==> src/hdl/pfe_pkg.sv <==
/*
  Package for the event and fault flag bank of a four-channel power-sourcing group.
  Holds command codes, field layouts and reset values.
  Assumes one 50 MHz clock and a command-code register port driven by a serial front end.
*/
package pfe_pkg;
  localparam logic [7:0] CMD_DETCLS_RO  = 8'h04;
  localparam logic [7:0] CMD_DETCLS_CR  = 8'h05;
  localparam logic [7:0] CMD_FAULT_RO   = 8'h06;
  localparam logic [7:0] CMD_FAULT_CR   = 8'h07;
  localparam logic [7:0] CMD_STLIM_RO   = 8'h08;
  localparam logic [7:0] CMD_STLIM_CR   = 8'h09;
  localparam logic [7:0] CMD_SUPPLY_RO  = 8'h0a;
  localparam logic [7:0] CMD_SUPPLY_CR  = 8'h0b;
  localparam logic [7:0] CMD_FWREV      = 8'h41;
  localparam logic [7:0] FWREV_SAFE     = 8'hff;
  localparam logic [7:0] UNMAPPED_DATA  = 8'h00;
  // supply register bit positions
  localparam int SUP_THERMAL  = 7;
  localparam int SUP_VDD_UV   = 6;
  localparam int SUP_VDD_WARN = 5;
  localparam int SUP_VPWR_UV  = 4;
  localparam int SUP_FASTSD   = 1;
  localparam int SUP_MEMFLT   = 0;
  localparam logic [7:0] SUP_POR_VALUE  = 8'h70;
  localparam logic [7:0] SUP_KEEP_MASK  = 8'hf0;
  localparam logic [7:0] SUP_LIVE_MASK  = 8'hf3;
  localparam logic [3:0] NIBBLE_ZERO    = 4'h0;
  localparam logic [3:0] NIBBLE_ONES    = 4'hf;

  // per-channel event inputs from the port state machines
  typedef struct packed {
    logic [3:0] class_done;
    logic [3:0] detect_done;
    logic [3:0] class_changed;
    logic [3:0] detect_changed;
    logic [3:0] disconnect;
    logic [3:0] overload;
    logic [3:0] current_limit;
    logic [3:0] start_timeout;
    logic [3:0] start_discovery_err;
    logic [3:0] channel_off;
    logic [3:0] auto_mode;
  } pfe_chan_ev_t;

  // device-wide supply and safety inputs
  typedef struct packed {
    logic       thermal;
    logic       vdd_uv;
    logic       vdd_warn;
    logic       vpwr_uv;
    logic       vpwr_above_30v;
    logic       vpwr_below_uvlo;
    logic       mem_error;
  } pfe_supply_t;
endpackage : pfe_pkg

==> src/hdl/pfe_flags.sv <==
/*
  Event and fault flag bank for one group of four channels.
  Read by command code; odd codes of each pair clear on read.
  Assumes the command port gives a one-cycle read strobe with a stable code,
  and that event inputs are one-cycle pulses synchronous to sys_clk_i.
*/
`timescale 1ns/1ns
`default_nettype none

module pfe_flags (
  input  wire logic                  sys_clk_i,
  input  wire logic                  rst_i,
  input  wire logic                  por_i,
  input  wire logic                  rd_i,
  input  wire logic [7:0]            cmd_i,
  output logic      [7:0]            rd_data_o,
  input  wire pfe_pkg::pfe_chan_ev_t chan_ev_i,
  input  wire pfe_pkg::pfe_supply_t  supply_i,
  input  wire logic                  class_change_select_i,
  input  wire logic                  detect_change_select_i,
  input  wire logic [3:0]            power_enable_change_flag_i,
  input  wire logic [3:0]            channel_power_on_command_i,
  input  wire logic [3:0]            channel_powered_i,
  input  wire logic                  multibit_priority_select_i,
  input  wire logic [3:0]            fast_shutdown_enable_i,
  input  wire logic                  fast_shutdown_input_i,
  input  wire logic                  priority_code_valid_i,
  input  wire logic [2:0]            priority_code_i,
  input  wire logic [11:0]           channel_priority_level_i,
  input  wire logic                  mem_enable_set_i,
  input  wire logic [7:0]            fw_revision_i,
  input  wire logic [7:0]            event_mask_i,
  output logic                       int_n_o,
  output logic                       supply_summary_flag_o,
  output logic [3:0]                 inrush_fault_o,
  output logic [3:0]                 cause_code_update_o,
  output logic [3:0]                 force_off_o,
  output logic [3:0]                 power_on_gated_o,
  output logic                       mem_enable_o,
  output logic                       safe_mode_o
);

  logic [3:0] class_cycle_flag;
  logic [3:0] detect_cycle_flag;
  logic [3:0] disconnect_flag;
  logic [3:0] overload_fault_flag;
  logic [3:0] current_limit_fault_flag;
  logic [3:0] start_fault_flag;
  logic [7:0] supply_reg;
  logic [3:0] supply_keep;  // bits 7:4, held across the reset pin
  logic [3:0] supply_live;  // bits 3:0, cleared by the reset pin
  logic       vpwr_lockout;
  logic [7:0] next_rd_data;
  logic [3:0] next_start;
  logic [3:0] fast_hit;

  // true when a read strobe carries the given clear-on-read code
  function automatic logic cr_hit(input logic rd, input logic [7:0] cmd,
                                  input logic [7:0] code);
    cr_hit = rd && (cmd == code);
  endfunction : cr_hit

  wire clr_detcls = cr_hit(rd_i, cmd_i, pfe_pkg::CMD_DETCLS_CR);
  wire clr_fault  = cr_hit(rd_i, cmd_i, pfe_pkg::CMD_FAULT_CR);
  wire clr_stlim  = cr_hit(rd_i, cmd_i, pfe_pkg::CMD_STLIM_CR);
  wire clr_supply = cr_hit(rd_i, cmd_i, pfe_pkg::CMD_SUPPLY_CR);

  // class and detect event sources; the set term is or-ed after the clears
  wire [3:0] class_set  = class_change_select_i ? chan_ev_i.class_changed
                                                : chan_ev_i.class_done;
  wire [3:0] detect_set = detect_change_select_i ? chan_ev_i.detect_changed
                                                 : chan_ev_i.detect_done;
  // supply droop alone keeps discovery flags; only falling through lockout wipes them
  wire       detcls_wipe = supply_i.vpwr_below_uvlo;

  // auto mode masks discovery errors so no start fault is raised from them
  always_comb begin
    next_start = chan_ev_i.start_timeout |
                 (chan_ev_i.start_discovery_err & ~chan_ev_i.auto_mode);
  end

  // per-channel fast shutdown compare, one slice per channel
  genvar g;
  generate
    for (g = 0; g < 4; g++) begin : g_fast
      assign fast_hit[g] = multibit_priority_select_i
        ? (priority_code_valid_i &&
           priority_code_i >= channel_priority_level_i[g*3 +: 3])
        : (fast_shutdown_enable_i[g] && fast_shutdown_input_i);
    end
  endgenerate

  // detection event register: clear first, then set wins
  always_ff @(posedge sys_clk_i or posedge rst_i) begin
    if (rst_i) begin
      class_cycle_flag  <= pfe_pkg::NIBBLE_ZERO;
      detect_cycle_flag <= pfe_pkg::NIBBLE_ZERO;
    end else begin
      class_cycle_flag  <= ((clr_detcls || detcls_wipe) ? pfe_pkg::NIBBLE_ZERO
                            : class_cycle_flag & ~chan_ev_i.channel_off)
                           | class_set;
      detect_cycle_flag <= ((clr_detcls || detcls_wipe) ? pfe_pkg::NIBBLE_ZERO
                            : detect_cycle_flag & ~chan_ev_i.channel_off)
                           | detect_set;
    end
  end

  // fault register; counters live elsewhere, clearing here never touches them
  always_ff @(posedge sys_clk_i or posedge rst_i) begin
    if (rst_i) begin
      disconnect_flag     <= pfe_pkg::NIBBLE_ZERO;
      overload_fault_flag <= pfe_pkg::NIBBLE_ZERO;
    end else begin
      disconnect_flag     <= (clr_fault ? pfe_pkg::NIBBLE_ZERO
                              : disconnect_flag & ~chan_ev_i.channel_off)
                             | chan_ev_i.disconnect;
      overload_fault_flag <= (clr_fault ? pfe_pkg::NIBBLE_ZERO
                              : overload_fault_flag & ~chan_ev_i.channel_off)
                             | chan_ev_i.overload;
    end
  end

  // start and current-limit register
  always_ff @(posedge sys_clk_i or posedge rst_i) begin
    if (rst_i) begin
      current_limit_fault_flag <= pfe_pkg::NIBBLE_ZERO;
      start_fault_flag         <= pfe_pkg::NIBBLE_ZERO;
    end else begin
      current_limit_fault_flag <= (clr_stlim ? pfe_pkg::NIBBLE_ZERO
                                   : current_limit_fault_flag & ~chan_ev_i.channel_off)
                                  | chan_ev_i.current_limit;
      start_fault_flag         <= (clr_stlim ? pfe_pkg::NIBBLE_ZERO
                                   : start_fault_flag & ~chan_ev_i.channel_off)
                                  | next_start;
    end
  end

  // supply register lower nibble: reset pin clears fast-shutdown and memory flags
  always_ff @(posedge sys_clk_i or posedge rst_i) begin
    if (rst_i) begin
      supply_live <= pfe_pkg::NIBBLE_ZERO;
    end else begin
      supply_live[pfe_pkg::SUP_FASTSD] <= (supply_live[pfe_pkg::SUP_FASTSD] & ~clr_supply)
                                          | (|fast_hit);
      supply_live[pfe_pkg::SUP_MEMFLT] <= (supply_live[pfe_pkg::SUP_MEMFLT] & ~clr_supply)
                                          | supply_i.mem_error;
      supply_live[3:2] <= 2'h0;
    end
  end

  // preserved flags are not on the pin reset at all, only on power-on
  // kept in a separate variable so each flop has exactly one process
  always_ff @(posedge sys_clk_i or posedge por_i) begin
    if (por_i) begin
      supply_keep <= pfe_pkg::SUP_POR_VALUE[7:4];
    end else begin
      supply_keep[pfe_pkg::SUP_THERMAL-4]  <= (supply_keep[pfe_pkg::SUP_THERMAL-4] & ~clr_supply)
                                              | supply_i.thermal;
      supply_keep[pfe_pkg::SUP_VDD_UV-4]   <= (supply_keep[pfe_pkg::SUP_VDD_UV-4] & ~clr_supply)
                                              | supply_i.vdd_uv | supply_i.vpwr_uv;
      supply_keep[pfe_pkg::SUP_VDD_WARN-4] <= (supply_keep[pfe_pkg::SUP_VDD_WARN-4] & ~clr_supply)
                                              | supply_i.vdd_warn;
      supply_keep[pfe_pkg::SUP_VPWR_UV-4]  <= (supply_keep[pfe_pkg::SUP_VPWR_UV-4] & ~clr_supply)
                                              | supply_i.vpwr_uv;
    end
  end

  // whole register view for the read mux and the summary
  assign supply_reg = {supply_keep, supply_live};

  // power-on gate latches with the undervoltage flag, lifted only above 30 V
  always_ff @(posedge sys_clk_i or posedge por_i) begin
    if (por_i) begin
      vpwr_lockout <= 1'b1;
    end else if (supply_i.vpwr_uv) begin
      vpwr_lockout <= 1'b1;
    end else if (supply_i.vpwr_above_30v) begin
      vpwr_lockout <= 1'b0;
    end
  end

  // safe mode and memory enable; only power-on or a host re-enable leaves it
  always_ff @(posedge sys_clk_i or posedge por_i) begin
    if (por_i) begin
      safe_mode_o  <= 1'b0;
      mem_enable_o <= 1'b0;
    end else if (supply_i.mem_error) begin
      safe_mode_o  <= 1'b1;
      mem_enable_o <= 1'b0;
    end else if (mem_enable_set_i) begin
      safe_mode_o  <= 1'b0;
      mem_enable_o <= 1'b1;
    end
  end

  // read mux; both codes of a pair return the same data
  always_comb begin
    case (cmd_i)
      pfe_pkg::CMD_DETCLS_RO,
      pfe_pkg::CMD_DETCLS_CR: next_rd_data = {class_cycle_flag, detect_cycle_flag};
      pfe_pkg::CMD_FAULT_RO,
      pfe_pkg::CMD_FAULT_CR:  next_rd_data = {disconnect_flag, overload_fault_flag};
      pfe_pkg::CMD_STLIM_RO,
      pfe_pkg::CMD_STLIM_CR:  next_rd_data = {current_limit_fault_flag,
                                              start_fault_flag};
      pfe_pkg::CMD_SUPPLY_RO,
      pfe_pkg::CMD_SUPPLY_CR: next_rd_data = supply_reg & pfe_pkg::SUP_LIVE_MASK;
      pfe_pkg::CMD_FWREV:     next_rd_data = safe_mode_o ? pfe_pkg::FWREV_SAFE
                                                         : fw_revision_i;
      default:                next_rd_data = pfe_pkg::UNMAPPED_DATA;
    endcase
  end

  // data captured on the read strobe, held until the next read
  always_ff @(posedge sys_clk_i or posedge rst_i) begin
    if (rst_i) begin
      rd_data_o <= pfe_pkg::UNMAPPED_DATA;
    end else if (rd_i) begin
      rd_data_o <= next_rd_data;
    end
  end

  // summary and channel side outputs
  assign supply_summary_flag_o = supply_reg[pfe_pkg::SUP_THERMAL] |
                                 supply_reg[pfe_pkg::SUP_VDD_UV] |
                                 supply_reg[pfe_pkg::SUP_VDD_WARN] |
                                 supply_reg[pfe_pkg::SUP_VPWR_UV] |
                                 supply_reg[pfe_pkg::SUP_MEMFLT];
  assign inrush_fault_o      = start_fault_flag & power_enable_change_flag_i;
  assign cause_code_update_o = next_start & ~power_enable_change_flag_i;
  // thermal trip holds only while hot, so the flag itself never blocks restart
  assign force_off_o = {4{supply_i.thermal}} |
                       ({4{safe_mode_o}} & ~channel_powered_i);
  assign power_on_gated_o = channel_power_on_command_i & {4{~vpwr_lockout}};

  // interrupt line: masked or of the event groups, falls away on clear-read
  wire [7:0] int_src = {supply_summary_flag_o, |start_fault_flag,
                        |{overload_fault_flag, current_limit_fault_flag},
                        |class_cycle_flag, |detect_cycle_flag, |disconnect_flag,
                        2'h0};
  assign int_n_o = ~|(int_src & event_mask_i);
endmodule : pfe_flags

`default_nettype wire

==> config.mk <==
export PLATFORM = sky130hd
export DESIGN_NAME = pfe_flags
export DESIGN_NICKNAME = d
export VERILOG_FILES = /design/src/hdl/pfe_pkg.sv /design/src/hdl/pfe_flags.sv
export SDC_FILE = /design/constraint.sdc
export NUM_CORES = 1
export LEC_CHECK = 0
export CORE_ASPECT_RATIO = 1.25
export CORE_MARGIN = 1
export CORE_UTILIZATION = 55
export DETAILED_ROUTE_END_ITERATION = 10
export DONT_BUFFER_PORTS = 1
export PLACE_DENSITY = 0.72
export SYNTH_ARGS = -nofsm -noshare
export SYNTH_HDL_FRONTEND = slang
export SYNTH_SLANG_ARGS = --single-unit
==> constraint.sdc <==
create_clock -name sys_clk_i -period 1.7 [get_ports sys_clk_i]
set_input_delay 0.255 -clock sys_clk_i [delete_from_list [all_inputs] [get_ports sys_clk_i]]
set_output_delay 0.255 -clock sys_clk_i [all_outputs]
set_load 0.01 [all_outputs]
## Word level (Yosys, flattened, before mapping)

Cells that the tools add are included.

| word-level totals | value |
|---|---|
| flip-flop bits (word level) | 41 |
| input bits | 116 |
| output and inout bits | 28 |
| word-level logic and storage cells | 115 |

| cells by class | value |
|---|---|
| $lt $le $gt $ge | 4 |
| equal/unequal tests | 9 |
| muxes and demuxes | 20 |
| bitwise logic cells | 43 |
| reductions and logical operators | 27 |

Operator list:

| kind | count |
|---|---|
| AND 4 bit | 11 |
| case mux 8 bit (5 select lines) | 1 |
| equality test 8 x 3 -> 1 bit, second input constant | 4 |
| equality test 8 x 4 -> 1 bit, second input constant | 4 |
| two-way mux 4 bit | 8 |
| OR 4 bit | 8 |
| OR reduction 4 bit | 5 |
| inverter 4 bit | 4 |
| OR reduction 8 bit | 2 |
| >= comparator 3 bit | 4 |
| logical AND 1 bit | 12 |
| OR 1 bit | 11 |
| two-way mux 1 bit | 10 |
| AND 8 bit | 1 |
| equality test 8 x 7 -> 1 bit, second input constant | 1 |
| two-way mux 8 bit | 1 |
| OR reduction 2 bit | 4 |
| AND 1 bit | 6 |
| nonzero test 2 bit | 2 |
| inverter 1 bit | 2 |
| logical NOT 1 bit | 1 |
| logical OR 1 bit | 1 |

## Logic depth before layout (Yosys ltp)

| depth | value |
|---|---|
| word-level depth | 7 |
| depth in mapped cells | 7 |
| depth with buffers taken out | 7 |

## Worst setup path after synthesis

No wires, ideal clock.

| timing path | value |
|---|---|
| path type | input to register |
| from | input priority_code_i[0] |
| to | register supply_live[1] |
| library setup time | 0.124 ns |
| arrival time | 1.513 ns |
| required time | 1.576 ns |
| setup slack | 0.063 ns |
| stages on the path | 7 |
| buffers on the path | 0 |
| cells stage by stage | inv_1 ha_1 nand2b_1 a21o_1 a222oi_1 a31oi_1 a211o_1 |

| between the ends | value |
|---|---|
| cells in the longest elaborated chain, start to end | 5 |
| elaborated cells between the ends (all ways) | 14 |
| classes of those cells | 4 x order compare; 4 x mux; 1 x bitwise; 5 x reduce/logical |

Ends and longest elaborated chain:

| element | RTL line | text |
|---|---|---|
| start: declaration | pfe_flags.sv:28 | `input wire logic [2:0] priority_code_i,` |
| >= comparator 3 bit | pfe_flags.sv:88 | `priority_code_i >= channel_priority_level_i[g*3 +: 3])` |
| logical AND 1 bit | pfe_flags.sv:87 | `? (priority_code_valid_i &&` |
| two-way mux 1 bit | pfe_flags.sv:87 |  |
| OR reduction 4 bit * | pfe_flags.sv:144 | `\| (\|fast_hit);` |
| OR 1 bit * | pfe_flags.sv:144 |  |
| end signal: assignment | pfe_flags.sv:141 | `supply_live <= pfe_pkg::NIBBLE_ZERO;` |
| end signal: indexed assignment | pfe_flags.sv:143 | `supply_live[pfe_pkg::SUP_FASTSD] <= (supply_live[pfe_pkg::SUP_FASTSD] & ~clr_supply)` |
| end signal: indexed assignment | pfe_flags.sv:145 | `supply_live[pfe_pkg::SUP_MEMFLT] <= (supply_live[pfe_pkg::SUP_MEMFLT] & ~clr_supply)` |
| end: declaration | pfe_flags.sv:51 | `logic [3:0] supply_live;` |

Mark *: on every way between the ends. The rest lies on a longest branch, timed or not.
A chain may end at the register's enable or synchronous reset.

## Worst setup path in the final report

| timing path | value |
|---|---|
| from | register class_cycle_flag[1] |
| to | output int_n_o |

| between the ends | value |
|---|---|
| cells in the longest elaborated chain, start to end | 4 |

Ends and longest elaborated chain:

| element | RTL line | text |
|---|---|---|
| start: declaration | pfe_flags.sv:43 | `logic [3:0] class_cycle_flag;` |
| start signal: assignment | pfe_flags.sv:96 | `class_cycle_flag <= pfe_pkg::NIBBLE_ZERO;` |
| start signal: assignment | pfe_flags.sv:99 | `class_cycle_flag <= ((clr_detcls \|\| detcls_wipe) ? pfe_pkg::NIBBLE_ZERO` |
| OR reduction 4 bit | pfe_flags.sv:239 | `\|class_cycle_flag, \|detect_cycle_flag, \|disconnect_flag,` |
| AND 8 bit | pfe_flags.sv:241 | `assign int_n_o = ~\|(int_src & event_mask_i);` |
| OR reduction 8 bit | pfe_flags.sv:241 |  |
| logical NOT 1 bit | pfe_flags.sv:241 |  |
| end: declaration | pfe_flags.sv:33 | `output logic int_n_o,` |

No other way between the ends.

==> results by group <==
Worst setup path
  • Setup crit end kind: output port
  • Worst Path Max Fanout: 2
  • Critical Path Source Type: flop
  • Crit-path slowest cell: dfrtp_1
  • Critical path type: reg -> out
  • CP arrival: 1.63 ns
  • Worst EP required: 1.44 ns
  • Cells along the critical path: o41ai_2, nand4_1, a221oi_2, buf_4
  • Slowest cell delay on critical path: 0.39 ns

Yosys
  • Yosys cell types: 39
  • Synth Instances: 270
  • Main flop type after synthesis: dfrtp_1
  • FF+latch count, synth: ~40
  • Post-synth EDFFs: 0
  • Ys Warns: 0
  • Syn avg cell area: 9.12 um2
  • Net count after synthesis: ~400
  • Post-Syn Area: 0.00246 mm2
  • Post-synthesis sequential area ratio: 41.9%
  • Async SR Flop Fraction: 100%

Cells and area
  • Syn-to-layout area delta: 12.9%
  • Fin cells: between 300 and 400
  • Layout cells sized above 1: 14.0%
  • Nets: around 420
  • Final instance area: between 0.002 and 0.003 mm2
  • Antenna cell count: 0

Detailed routing
  • Total wire length: 6310 um
  • DR WL/cell: 18.1 um
  • DRC viols: 0
  • DR iter-0 viols: 129
  • Pre-antenna DRT Iters: 4
  • Final ANT Viol Nets: 0
  • DR vias/cell: 6.14
  • Vias post-DR: 2135

Timing
  • Worst-margin pin slew: about 0.48 ns
  • Min Clock Period, post-route: 1.89 ns
  • # setup viols final: 1
  • Final Slew Violations: 0
  • Final Cycle Share: 111%
  • Fmax: about 530 MHz
  • RSZ-0062 raised after global routing: true
  • Setup ws final: -0.190 ns
  • Endpoints failing hold: 0
  • Setup Skew: about 0.0056 ns
  • Rel. slew slack: between 60% and 70%

Clock tree
  • CTS tree: done
  • CTS sink cnt: 41
  • Clk Latency, worst-skew pair: around 0.3 ns
  • Total CTS buffers: 5
  • Clock slew at reported path FFs: around 0.07 ns
  • Setup bufs post-CTS: 0
  • H-tree depth: 2
  • Clk buf depth: 2
  • CTS root buf: clkbuf_8

Placed design
  • PortBufs: 0
  • RePlAce Congestion: 0.897
  • Detailed-placement wirelength estimate: 5120 um
  • Cells after DPL: 338
  • Placed Area: roughly 0.0027 mm2

Global route
  • Largest net degree at the start of global routing: 35
  • Met1 Use GR: 29.7%
  • First-pass GRT wire length: around 9400 um
  • Initial antenna violation count: 0
  • GRT Resource Usage Total: 27.4%
  • Most Crowded Layer GR: met2
  • Global route overflow: 0
  • Met3 global-route usage: 8.94%
  • Global routing met2 resource utilization: 47.5%
  • Vias in the first global route: around 2100

Floorplanning
  • CORE AREA: 0.00420 mm2
  • Starting Density: 58.7%
  • FP Rows: 26
  • Die ar.: 0.00475 mm2
  • Die height: 76.8 um
  • DIE WIDTH: 61.8 um
  • I/O pin count: 144

Run status
  • Status: complete, but fails checks
  • Failing checks: negative setup slack

Pwr
  • Maximum VDD drop: 0.530 mV
  • PD cells: 725 mW/mm2
  • Leakage: 0.00122 uW

Worst hold path
  • Worst hold path class: in -> reg

Flow run
  • Max-Cap Viols: 0
## cell families after synthesis
family / count (synthesis) / synth area share [%]
AOI/OAI and AO/OA: 87 / 26.1
and+or+nand+nor: 96 / 20.2
muxes: 2 / 0.813
buffers and inverters: 32 / 4.93
adders and majority gates: 12 / 6.10
DFF: 41 / 41.9
## metrics by stage
step                util (%)  hold WS [ns]  setup TNS [ns]  worst slack [ns]  power, uW
floorplan                  -        0.0555               0            0.0634       1320
global placement        63.2        0.0816         -0.0527           -0.0273       1410
detailed placement      63.2        0.0872         -0.0887           -0.0821       1420
CTS                     66.2       0.00993          -0.219            -0.219       2030
global route            66.2        0.0120          -0.247            -0.247       2100
finish                  66.2        0.0156          -0.190            -0.190       2020
## area by class of cell
cell class / instances / area [um2]
Tap cell: 56 / 70.1
Fill cell: 353 / 1420
Sequential cell: 41 / 1030
Inverter: 24 / 90.1
Multi-Input combinational cell: 197 / 1340
Clock buffer: 8 / 80.1
Timing Repair Buffer: 22 / 170
## layer usage
metal | vias up | share of wire [%]
li1 | 1012 | -
met1 | 991 | 38
met2 | 117 | 51
met3 | 15 | 8.4
met4 | 0 | 2.2
met5 | - | 0
## Yosys cell counts, types with 7 or more instances
library cell  instances  area [um2]
nor2b_1              14        87.6
a21o_1               25         188
nor2_1               34         128
a21oi_1              20         100
nand2_1               7        26.3
inv_1                24        90.1
nor3_1                8        40.0
nand3_1              13        65.1
a221o_1               8        80.1
dfrtp_1              37         926
ha_1                 12         150
clkbuf_1              7        26.3
## power breakdown
part | internal [uW] | switching (uW)
Clock | 292 | 318
Sequential | 1040 | 63.6
Combinational | 157 | 149
## final timing paths
check / slack (ns) / cells after the start / end / startpoint
worst max-delay path: -0.19 / 4 / int_n_o / class_cycle_flag[1]
worst min-delay path: 0.02 / 1 / mem_enable_o / supply_i[0]
worst max register to register: 0.49 / 3 / rd_data_o[6] / safe_mode_o
worst min register to register: 0.51 / 1 / supply_live[1] / supply_live[1]
max in group asynchronous: 0.89 / 3 / rd_data_o[0] / rst_i
min in group asynchronous: 0.33 / 2 / mem_enable_o / por_i
## registers in the layout, indices dropped and copies added, names as in the netlist, 2 cells and up
name / count
rd_data_o: 8
class_cycle_flag: 4
disconnect_flag: 4
detect_cycle_flag: 4
current_limit_fault_flag: 4
supply_live: 2
overload_fault_flag: 4
supply_keep: 4
start_fault_flag: 4
## placed cells by master (no fill, tap or decap), types with 2 or more instances in the layout
master | synthesis | routed
dfrtp_1 | 37 | 37
o41ai_2 | 0 | 3
and2_1 | 4 | 4
mux2i_1 | 2 | 2
a21o_1 | 25 | 25
a22oi_1 | 6 | 6
nor2b_1 | 14 | 14
dfstp_2 | 4 | 4
a221o_1 | 8 | 8
a21oi_1 | 20 | 20
buf_4 | 0 | 20
nor2_1 | 34 | 34
dlygate4sd3_1 | 0 | 2
o21ai_0 | 5 | 5
nand2b_1 | 3 | 3
a211o_1 | 2 | 2
ha_1 | 12 | 12
nand2_1 | 7 | 7
clkbuf_1 | 7 | 3
inv_1 | 24 | 24
a21bo_2 | 4 | 4
nor4_1 | 4 | 4
o22ai_1 | 2 | 2
nor3_1 | 8 | 8
clkbuf_8 | 0 | 5
o21a_1 | 6 | 6
nand3_1 | 13 | 13
## worst max-delay path: cells and delay by family (launching register included)
kind | cells | cell delay [ns]
AOI/OAI and AO/OA | 2 | 0.58
buffers and inverters | 1 | 0.15
DFF | 1 | 0.39
and+or+nand+nor | 1 | 0.21
## timing repair
action                                  in CTS  in global routing
hold buffers                                 2                  0
pin swaps                                    2                  0
gates resized for setup                      4                  0
hold endpoints to repair                    37                  0
endpoints found under the setup margin       1                  1
Power figures use the tool's default switching activity.
